## src/inc/ars_pkg.sv

```systemverilog
// ars_pkg: constants and carrier types for the architectural register set
// assumes: one core clock, software reaches the bank only through msr ops
package ars_pkg;

  // ----------------------------------------------------------------------
  // msr indices
  // ----------------------------------------------------------------------
  localparam logic [31:0] IDX_MC_FAULT_ADDR_LOG = 32'h0000_0000;
  localparam logic [31:0] IDX_MC_FAULT_KIND_LOG = 32'h0000_0001;
  localparam logic [31:0] IDX_L1_CACHE_TEST_CTL = 32'h0000_000E;
  localparam logic [31:0] IDX_CYCLE_TALLY       = 32'h0000_0010;
  localparam logic [31:0] IDX_EXT_FEATURE_CTL   = 32'hC000_0080;
  localparam logic [31:0] IDX_SYSCALL_TARGET    = 32'hC000_0081;
  localparam logic [31:0] IDX_WRITE_ALLOC_CTL   = 32'hC000_0082;
  localparam logic [31:0] IDX_UC_WC_RANGE_CTL   = 32'hC000_0085;
  localparam logic [31:0] IDX_POWER_MGMT_CTL    = 32'hC000_0086;
  localparam logic [31:0] IDX_CPU_STATE_VIEW    = 32'hC000_0087;
  localparam logic [31:0] IDX_PAGE_FLUSH_CTL    = 32'hC000_0088;
  localparam logic [31:0] IDX_L2_ARRAY_PORT     = 32'hC000_0089;

  // ----------------------------------------------------------------------
  // sizes and reset values
  // ----------------------------------------------------------------------
  localparam int          NUM_MSR       = 12;
  localparam int          NUM_GPR       = 8;
  localparam int          NUM_SEG       = 6;
  localparam int          NUM_FP        = 8;
  localparam int          NUM_DBG       = 8;
  localparam int          NUM_CR        = 5;
  localparam logic [63:0] MSR_RST       = 64'h0000_0000_0000_0000;
  localparam logic [63:0] TALLY_STEP    = 64'h0000_0000_0000_0001;
  localparam logic [15:0] FP_CTRL_RST   = 16'h037F;
  localparam logic [15:0] FP_TAG_RST    = 16'hFFFF;
  localparam logic [31:0] FLAG_RST      = 32'h0000_0002;
  localparam logic [31:0] FLAG_WR_MASK  = 32'h0000_0FD5;
  localparam int          FLAG_DIR_BIT  = 10;
  localparam int          CR0_PE_BIT    = 0;
  localparam int          CR4_MCE_BIT   = 6;

  // ----------------------------------------------------------------------
  // slot numbers of the msr bank
  // ----------------------------------------------------------------------
  localparam logic [3:0] SL_MCA  = 4'h0;
  localparam logic [3:0] SL_MCT  = 4'h1;
  localparam logic [3:0] SL_L1T  = 4'h2;
  localparam logic [3:0] SL_TAL  = 4'h3;
  localparam logic [3:0] SL_EFC  = 4'h4;
  localparam logic [3:0] SL_SYS  = 4'h5;
  localparam logic [3:0] SL_WAC  = 4'h6;
  localparam logic [3:0] SL_UWC  = 4'h7;
  localparam logic [3:0] SL_PWR  = 4'h8;
  localparam logic [3:0] SL_CSV  = 4'h9;
  localparam logic [3:0] SL_PFC  = 4'hA;
  localparam logic [3:0] SL_L2A  = 4'hB;
  localparam logic [3:0] SL_NONE = 4'hF;

  // register file targets for plain writes
  typedef enum logic [2:0] {
    ARS_TGT_GPR,
    ARS_TGT_SEG,
    ARS_TGT_FP,
    ARS_TGT_FPW,
    ARS_TGT_FLAG,
    ARS_TGT_CR,
    ARS_TGT_DBG
  } ars_tgt_t;

  // operand sizes of a general-purpose access
  typedef enum logic [2:0] {
    ARS_SZ_BYTE_LO,
    ARS_SZ_BYTE_HI,
    ARS_SZ_WORD,
    ARS_SZ_DWORD,
    ARS_SZ_QWORD
  } ars_size_t;

  typedef struct packed {
    logic      wr;
    ars_tgt_t  tgt;
    logic [2:0] sel;
    ars_size_t size;
    logic [1:0] sub;
    logic [63:0] data;
  } ars_wr_t;

  typedef struct packed {
    logic        rd;
    logic        wr;
    logic [31:0] index;
    logic [31:0] lo;
    logic [31:0] hi;
  } ars_msr_req_t;

  typedef struct packed {
    logic        done;
    logic        gp_fault;
    logic [31:0] lo;
    logic [31:0] hi;
  } ars_msr_rsp_t;

endpackage : ars_pkg

```

## src/core/ars_regset.sv

```systemverilog
// ars_regset: architectural register storage and model-specific bank
// assumes: execute stage drives plain writes and msr ops, one per cycle
//
// How it works
// - gpr operands as byte, word, dword, qword
// - six 16-bit segment selectors
// - selector gives real base or descriptor index
// - pointer changes only via transfer targets
// - eight 80-bit floating-point stack registers
// - fp status, control and tag words
// - simd registers alias fp stack mantissas
// - simd read as packed single reals
// - flags hold system, direction, status groups
// - five control and 32-bit debug registers
// - eleven msrs, twelve on low-power parts
// - counter gpr index selects the msr
// - msr value split over accumulator, data
// - low indices 00h 01h 0Eh 10h
// - extended indices C000_0080h to C000_0082h
// - extended indices C000_0085h to C000_0089h
// - machine-check exception is never raised
// - both machine-check logs are 64 bits
// - logs change only by write or reset
// - eight 32-bit gprs, four byte-split
// - cycle tally increments every clock it is not written
`timescale 1ns/1ps

module ars_regset #(
  parameter bit LOW_POWER = 1'b0
) (
  input  wire logic                  ref_clk_i,
  input  wire logic                  rst_i,
  input  wire ars_pkg::ars_wr_t      wr_i,
  input  wire logic                  ip_load_i,
  input  wire logic [31:0]           ip_target_i,
  input  wire logic                  ip_wide_i,
  input  wire ars_pkg::ars_msr_req_t msr_i,
  input  wire logic [2:0]            rd_sel_i,
  output logic [31:0]                gpr_rd_o,
  output logic [15:0]                seg_rd_o,
  output logic [63:0]                simd_rd_o,
  output logic [31:0]                instr_pointer_wide_o,
  output logic [31:0]                flag_word_o,
  output logic                       protected_mode_o,
  output logic                       mc_exception_o,
  output ars_pkg::ars_msr_rsp_t      msr_o
);

  // ----------------------------------------------------------------------
  // index decode
  // ----------------------------------------------------------------------
  function automatic logic [3:0] slot_of(input logic [31:0] idx, input bit lp);
    case (idx)
      ars_pkg::IDX_MC_FAULT_ADDR_LOG: slot_of = ars_pkg::SL_MCA;
      ars_pkg::IDX_MC_FAULT_KIND_LOG: slot_of = ars_pkg::SL_MCT;
      ars_pkg::IDX_L1_CACHE_TEST_CTL: slot_of = ars_pkg::SL_L1T;
      ars_pkg::IDX_CYCLE_TALLY:       slot_of = ars_pkg::SL_TAL;
      ars_pkg::IDX_EXT_FEATURE_CTL:   slot_of = ars_pkg::SL_EFC;
      ars_pkg::IDX_SYSCALL_TARGET:    slot_of = ars_pkg::SL_SYS;
      ars_pkg::IDX_WRITE_ALLOC_CTL:   slot_of = ars_pkg::SL_WAC;
      ars_pkg::IDX_UC_WC_RANGE_CTL:   slot_of = ars_pkg::SL_UWC;
      ars_pkg::IDX_POWER_MGMT_CTL:    slot_of = lp ? ars_pkg::SL_PWR : ars_pkg::SL_NONE;
      ars_pkg::IDX_CPU_STATE_VIEW:    slot_of = ars_pkg::SL_CSV;
      ars_pkg::IDX_PAGE_FLUSH_CTL:    slot_of = ars_pkg::SL_PFC;
      ars_pkg::IDX_L2_ARRAY_PORT:     slot_of = ars_pkg::SL_L2A;
      default:                        slot_of = ars_pkg::SL_NONE;
    endcase
  endfunction : slot_of

  // ----------------------------------------------------------------------
  // storage
  // ----------------------------------------------------------------------
  logic [31:0] gpr_q  [ars_pkg::NUM_GPR];
  logic [15:0] seg_q  [ars_pkg::NUM_SEG];
  logic [79:0] fp_q   [ars_pkg::NUM_FP];
  logic [15:0] fp_stat_q;
  logic [15:0] fp_ctrl_q;
  logic [15:0] fp_tag_q;
  logic [31:0] flag_q;
  logic [31:0] cr_q   [ars_pkg::NUM_CR];
  logic [31:0] dbg_q  [ars_pkg::NUM_DBG];
  logic [31:0] ip_q;
  logic [63:0] msr_q  [ars_pkg::NUM_MSR];

  logic [3:0]  slot;
  logic        hit;
  logic        msr_wr;
  logic [2:0]  qw_next;

  assign slot   = slot_of(msr_i.index, LOW_POWER);
  assign hit    = (slot != ars_pkg::SL_NONE);
  assign msr_wr = msr_i.wr && hit;
  // quadword high half lands in the next register; 7 wraps to 0
  assign qw_next = 3'(wr_i.sel + 3'h1);

  // ----------------------------------------------------------------------
  // general-purpose registers
  // ----------------------------------------------------------------------
  // eight 32-bit, low four byte split
  genvar g;
  generate
    for (g = 0; g < ars_pkg::NUM_GPR; g++) begin : g_gpr
      always_ff @(posedge ref_clk_i or posedge rst_i) begin
        if (rst_i) begin
          gpr_q[g] <= 32'h0000_0000;
        end else if (wr_i.wr && wr_i.tgt == ars_pkg::ARS_TGT_GPR && wr_i.sel == g) begin
          case (wr_i.size)
            ars_pkg::ARS_SZ_BYTE_LO: begin
              if (g < 4) gpr_q[g][7:0] <= wr_i.data[7:0];
            end
            ars_pkg::ARS_SZ_BYTE_HI: begin
              if (g < 4) gpr_q[g][15:8] <= wr_i.data[7:0];
            end
            ars_pkg::ARS_SZ_WORD:  gpr_q[g][15:0] <= wr_i.data[15:0];
            ars_pkg::ARS_SZ_DWORD: gpr_q[g] <= wr_i.data[31:0];
            // quadword spans the register and the next one, 7 wrapping to 0
            ars_pkg::ARS_SZ_QWORD: gpr_q[g] <= wr_i.data[31:0];
            default: gpr_q[g] <= gpr_q[g];
          endcase
        end else if (wr_i.wr && wr_i.tgt == ars_pkg::ARS_TGT_GPR
                     && wr_i.size == ars_pkg::ARS_SZ_QWORD && qw_next == 3'(g)) begin
          gpr_q[g] <= wr_i.data[63:32];
        end
      end
    end
  endgenerate

  // ----------------------------------------------------------------------
  // segments, pointer, flags
  // ----------------------------------------------------------------------
  // six 16-bit selectors
  always_ff @(posedge ref_clk_i or posedge rst_i) begin
    if (rst_i) begin
      for (int i = 0; i < ars_pkg::NUM_SEG; i++) seg_q[i] <= 16'h0000;
    end else if (wr_i.wr && wr_i.tgt == ars_pkg::ARS_TGT_SEG
                 && wr_i.sel < 3'(ars_pkg::NUM_SEG)) begin
      seg_q[wr_i.sel] <= wr_i.data[15:0];
    end
  end

  always_ff @(posedge ref_clk_i or posedge rst_i) begin
    if (rst_i) begin
      ip_q <= 32'h0000_0000;
    end else if (ip_load_i) begin
      ip_q <= ip_wide_i ? ip_target_i : {16'h0000, ip_target_i[15:0]};
    end
  end

  always_ff @(posedge ref_clk_i or posedge rst_i) begin
    if (rst_i) begin
      flag_q <= ars_pkg::FLAG_RST;
    end else if (wr_i.wr && wr_i.tgt == ars_pkg::ARS_TGT_FLAG) begin
      flag_q <= (wr_i.data[31:0] & ars_pkg::FLAG_WR_MASK) | ars_pkg::FLAG_RST;
    end
  end

  // ----------------------------------------------------------------------
  // floating point and simd
  // ----------------------------------------------------------------------
  // eight 80-bit stack entries
  always_ff @(posedge ref_clk_i or posedge rst_i) begin
    if (rst_i) begin
      for (int i = 0; i < ars_pkg::NUM_FP; i++) fp_q[i] <= 80'h0;
    end else if (wr_i.wr && wr_i.tgt == ars_pkg::ARS_TGT_FP) begin
      if (wr_i.size == ars_pkg::ARS_SZ_QWORD) begin
        // simd write sets exponent to all ones, as the fp stack expects
        fp_q[wr_i.sel] <= {16'hFFFF, wr_i.data};
      end else begin
        fp_q[wr_i.sel][63:0] <= wr_i.data;
      end
    end
  end

  always_ff @(posedge ref_clk_i or posedge rst_i) begin
    if (rst_i) begin
      fp_stat_q <= 16'h0000;
      fp_ctrl_q <= ars_pkg::FP_CTRL_RST;
      fp_tag_q  <= ars_pkg::FP_TAG_RST;
    end else if (wr_i.wr && wr_i.tgt == ars_pkg::ARS_TGT_FPW) begin
      case (wr_i.sub)
        2'h0:    fp_stat_q <= wr_i.data[15:0];
        2'h1:    fp_ctrl_q <= wr_i.data[15:0];
        2'h2:    fp_tag_q  <= wr_i.data[15:0];
        default: fp_tag_q  <= fp_tag_q;
      endcase
    end
  end

  // ----------------------------------------------------------------------
  // control and debug
  // ----------------------------------------------------------------------
  // five control, eight debug
  always_ff @(posedge ref_clk_i or posedge rst_i) begin
    if (rst_i) begin
      for (int i = 0; i < ars_pkg::NUM_CR; i++) cr_q[i] <= 32'h0000_0000;
    end else if (wr_i.wr && wr_i.tgt == ars_pkg::ARS_TGT_CR
                 && wr_i.sel < 3'(ars_pkg::NUM_CR)) begin
      cr_q[wr_i.sel] <= wr_i.data[31:0];
    end
  end

  always_ff @(posedge ref_clk_i or posedge rst_i) begin
    if (rst_i) begin
      for (int i = 0; i < ars_pkg::NUM_DBG; i++) dbg_q[i] <= 32'h0000_0000;
    end else if (wr_i.wr && wr_i.tgt == ars_pkg::ARS_TGT_DBG) begin
      dbg_q[wr_i.sel] <= wr_i.data[31:0];
    end
  end

  // ----------------------------------------------------------------------
  // model-specific bank
  // ----------------------------------------------------------------------
  // index picks the slot
  // tally counts every clock; a write replaces the count
  always_ff @(posedge ref_clk_i or posedge rst_i) begin
    if (rst_i) begin
      for (int i = 0; i < ars_pkg::NUM_MSR; i++) msr_q[i] <= ars_pkg::MSR_RST;
    end else begin
      for (int i = 0; i < ars_pkg::NUM_MSR; i++) begin
        if (msr_wr && slot == 4'(i)) begin
          msr_q[i] <= {msr_i.hi, msr_i.lo};
        end else if (4'(i) == ars_pkg::SL_TAL) begin
          msr_q[i] <= msr_q[i] + ars_pkg::TALLY_STEP;
        end
      end
    end
  end

  // ----------------------------------------------------------------------
  // outputs
  // ----------------------------------------------------------------------
  // read splits over two halves
  always_ff @(posedge ref_clk_i or posedge rst_i) begin
    if (rst_i) begin
      msr_o <= '0;
    end else begin
      msr_o.done     <= msr_i.rd || msr_i.wr;
      msr_o.gp_fault <= (msr_i.rd || msr_i.wr) && !hit;
      msr_o.lo       <= (msr_i.rd && hit) ? msr_q[slot][31:0]  : 32'h0000_0000;
      msr_o.hi       <= (msr_i.rd && hit) ? msr_q[slot][63:32] : 32'h0000_0000;
    end
  end

  always_ff @(posedge ref_clk_i or posedge rst_i) begin
    if (rst_i) begin
      gpr_rd_o             <= 32'h0000_0000;
      seg_rd_o             <= 16'h0000;
      simd_rd_o            <= 64'h0;
      instr_pointer_wide_o <= 32'h0000_0000;
      flag_word_o          <= 32'h0000_0000;
      protected_mode_o     <= 1'b0;
      mc_exception_o       <= 1'b0;
    end else begin
      gpr_rd_o             <= gpr_q[rd_sel_i];
      seg_rd_o             <= (rd_sel_i < 3'(ars_pkg::NUM_SEG)) ? seg_q[rd_sel_i] : 16'h0000;
      // two packed singles, high and low
      simd_rd_o            <= fp_q[rd_sel_i][63:0];
      instr_pointer_wide_o <= ip_q;
      flag_word_o          <= flag_q;
      // mode picks base or descriptor use
      protected_mode_o     <= cr_q[0][ars_pkg::CR0_PE_BIT];
      mc_exception_o       <= 1'b0;
    end
  end
endmodule : ars_regset

```

## config.mk

```make
export PLATFORM = sky130hd
export DESIGN_NAME = ars_regset
export DESIGN_NICKNAME = d
export VERILOG_FILES = /design/src/inc/ars_pkg.sv /design/src/core/ars_regset.sv
export SDC_FILE = /design/constraint.sdc
export NUM_CORES = 2
export LEC_CHECK = 0
export BUFFER_PORTS_ARGS = -buffer_cell sky130_fd_sc_hd__buf_2
export CORE_UTILIZATION = 60
export DETAILED_ROUTE_END_ITERATION = 6
export PLACE_DENSITY = 0.82
export SLEW_MARGIN = 30
export SYNTH_ARGS = -nofsm -noshare
export SYNTH_HDL_FRONTEND = slang
export SYNTH_SLANG_ARGS = --single-unit
```

## constraint.sdc

```tcl
create_clock -name ref_clk_i -period 76.4 [get_ports ref_clk_i]
set_input_delay 15.28 -clock ref_clk_i [delete_from_list [all_inputs] [get_ports ref_clk_i]]
set_output_delay 15.28 -clock ref_clk_i [all_outputs]
set_load 0.03 [all_outputs]
```

==> flow_summary.yaml <==
final_layout:
  final_cells: 8202
  final_common_cell: "dfrtp_1"
  drive_gt1_share_pct: 37.7
  nNetsFinal: 6455
  fin_util_pct: 67.6
  final_cell_mix: "dfrtp_1, mux2_2, buf_2, nor2_1, mux2i_1"
  syn2layout_area_growth_pct: 11.9
synth:
  avgSynthCellArea_um2: 13.5
  yosysSeqAreaShare_pct: 56.1
  synthCells: 6065
  async_flop_share_pct: 100
  synth_edf_count: 0
  ys_ff_latch: 1832
  ys.flop_type: "dfrtp_1"
  synth_warnings: 0
  yosysUniqueCellTypes: 85
  syn_area_um2: 81700
die:
  num_rows: 135
  coreArea_um2: 135000
  io-pin-count: 457
  die_area_um2: 138000
  die_x_um: 371
  fp.dieH_um: 371
  start_util_pct: 60.4
timing:
  setup_viol: 0
  min_period_over_period_pct: 25.0
  slew_viol_final: 0
  finClkSkew_ns: 0.0233
  timing.fmax_mhz: 52.4
  layout_min_cycle_time_ns: 19.09
  fin_setup_tns_ns: 0
  rsz0062_at_grt: "false"
  worst_pin_slew_ns: 1.09
  finalHoldViolCount: 0
  relSlewSlack_pct: 27.5
worst_hold_path:
  hp-class: "register to register"
  hold_path_depth: 0
clocking:
  htreeDepth: 4
  cts_resized: 0
  cts-root-buf: "clkbuf_16"
  cts_hold_buf: 0
  clock_path_buffers: 3
  cts_tree: "built"
  clk_pin_slew_ns: 0.06
  cts_setup_buffers: 0
  cts.sinks: 1832
  clk_latency_ns: 0.82
  cts_buffers: 184
routing:
  drt-wirelength-per-cell_um: 27.8
  routed_via_density: 6.63
  totalWireLength_um: 228000
  via_count: 54385
  drt-pass1-iter-count: 7
  dr.first_iter.drc_count: 5680
  drc_errors: 1
  drtAntennaViolNets: 0
worst_setup_path:
  worst-endpoint-arrival_ns: 19.79
  crit_family: "simple AND/OR/NAND/NOR gates"
  ff2ff_path_depth: 6
  worstPathMaxFanout: 40
  path_cells: "buf_2, nor4_1, nand4_1, a311oi_4, buf_4, nand2_4, nand3_4, buf_4, mux2_2"
  critPathLaunchType: "primary input"
  crit_cells: 9
  cp_data_required_time_ns: 77.09
  crit_path_frequent_cell: "buf_4"
  slowest_delay_ns: 0.76
  end_kind: "register"
  cpMaxStageDelayCell: "buf_4"
  cp_num_buf_inv: 3
  crit_type: "primary input to register"
place:
  dpl.hpwl_um: 131000
  dp_cells: 7831
  io_buffer_count: 431
  gp_congestion: 0.901
grt:
  antenna_found_initial: 45
  grt_use_total_pct: 33.4
  grt_pass1_wl_um: 347000
  grt_pass1_vias: 56843
  grt-ovfl-total: 0
  grt_max_degree: 195
power_and_ir_drop:
  powerDensity_nw_per_um2: 24.2
  power.leakage_uw: 0.0445
  peakVddDrop_uv: 20.3
  p_total_uw: 2220
status:
  violations: "DRC"
  status: "complete, but fails checks"
job:
  cap_violations: 0
report_power, final:
| group | internal (µW) | switching (µW) |
|---|---|---|
| sequential | 1040 | 37.4 |
| combinational | 92.7 | 118 |
| clock | 532 | 393 |
| total | 1670 | 549 |
per-stage QoR:
stage               hold slack [ns]  worst slack, ns  instance area [µm²]
floorplan                     0.349             9.39                81800
global placement              0.352            56.64                85000
detailed placement            0.357            56.66                85000
CTS                           0.371            57.51                91300
global route                  0.376            57.21                91500
finish                        0.369            57.31                91500
final cells by class:
cell class,count,area [µm²]
Multi-Input combinational cell,3576,33500
Tap cell,1781,2230
Fill cell,9036,43800
Antenna cell,28,70.1
Clock buffer,266,5450
Sequential cell,1832,45800
Clock inverter,74,816
Inverter,102,390
Timing Repair Buffer,543,3210
metal layers:
layer / vias to the layer above / wire length [µm] / track usage, %
met5: - / 157 / 0
met4: 26 / 11100 / 16.5
met3: 710 / 21400 / 8.43
met2: 2715 / 109000 / 52.6
met1: 28430 / 87100 / 43.2
li1: 22504 / - / -
cells by family (layout without fill, tap and decap cells):
group / Yosys count / count (layout) / share of synthesized area [%]
mux: 1844 / 1844 / 28.2
flops: 1832 / 1832 / 56.1
simple gates: 836 / 836 / 4.88
compound gates: 804 / 804 / 6.68
buf+inv: 679 / 985 / 3.43
xor+xnor: 65 / 65 / 0.697
fa+ha+maj: 3 / 3 / 0.0459
other cells: 2 / 52 / 0.00919
cell usage after synthesis, drive strengths merged (11+ instances only):
| library cell | instances | share of area [%] |
|---|---|---|
| a2111oi | 16 | 0.19 |
| a21oi | 196 | 1.2 |
| a221oi | 63 | 0.68 |
| a222oi | 16 | 0.20 |
| and2 | 11 | 0.084 |
| and3 | 15 | 0.11 |
| buf | 154 | 1.0 |
| clkbuf | 423 | 1.9 |
| dfrtp | 1832 | 56 |
| inv | 102 | 0.47 |
| mux2 | 1387 | 19 |
| mux2i | 249 | 3.0 |
| mux4 | 208 | 5.7 |
| nand2 | 252 | 1.2 |
| nand3 | 38 | 0.24 |
| nand3b | 21 | 0.19 |
| nand4 | 28 | 0.22 |
| nor2 | 264 | 1.2 |
| nor3 | 74 | 0.46 |
| nor4 | 69 | 0.59 |
| o2111ai | 47 | 0.50 |
| o211ai | 13 | 0.14 |
| o21ai | 209 | 1.3 |
| o22a | 43 | 0.46 |
| o22ai | 56 | 0.44 |
| o2bb2ai | 52 | 0.56 |
| o31a | 29 | 0.31 |
| o32a | 19 | 0.23 |
| o32ai | 18 | 0.19 |
| or3 | 17 | 0.13 |
| xnor2 | 49 | 0.53 |
| xor2 | 16 | 0.17 |
worst reg2reg max path, cell delays in order, from the launching register on:
cell and delay, ns:
dfrtp_1 0.40, and3_1 0.47, nand4_2 0.41, or4_1 1.00, nor4_1 0.96, xnor2_1 0.21
a21oi_1 0.09
path summary, 6_finish.rpt:
kind / start / endpoint / slack, ns
worst max-delay path: msr_i[77] / msr_q[272]$_DFFE_PP0P_ / 57.31
worst min-delay path: ip_q[9]$_DFFE_PP0P_ / instr_pointer_wide_o[9]$_DFF_PP0_ / 0.37
worst max register to register: msr_q[538]$_DFF_PP0_ / msr_q[575]$_DFF_PP0_ / 72.70
worst min register to register: ip_q[9]$_DFFE_PP0P_ / instr_pointer_wide_o[9]$_DFF_PP0_ / 0.37
max in group asynchronous: rst_i / async pin / 57.97
min in group asynchronous: rst_i / instr_pointer_wide_o[28]$_DFF_PP0_ / 14.60
(Power assumes the default switching activity.)
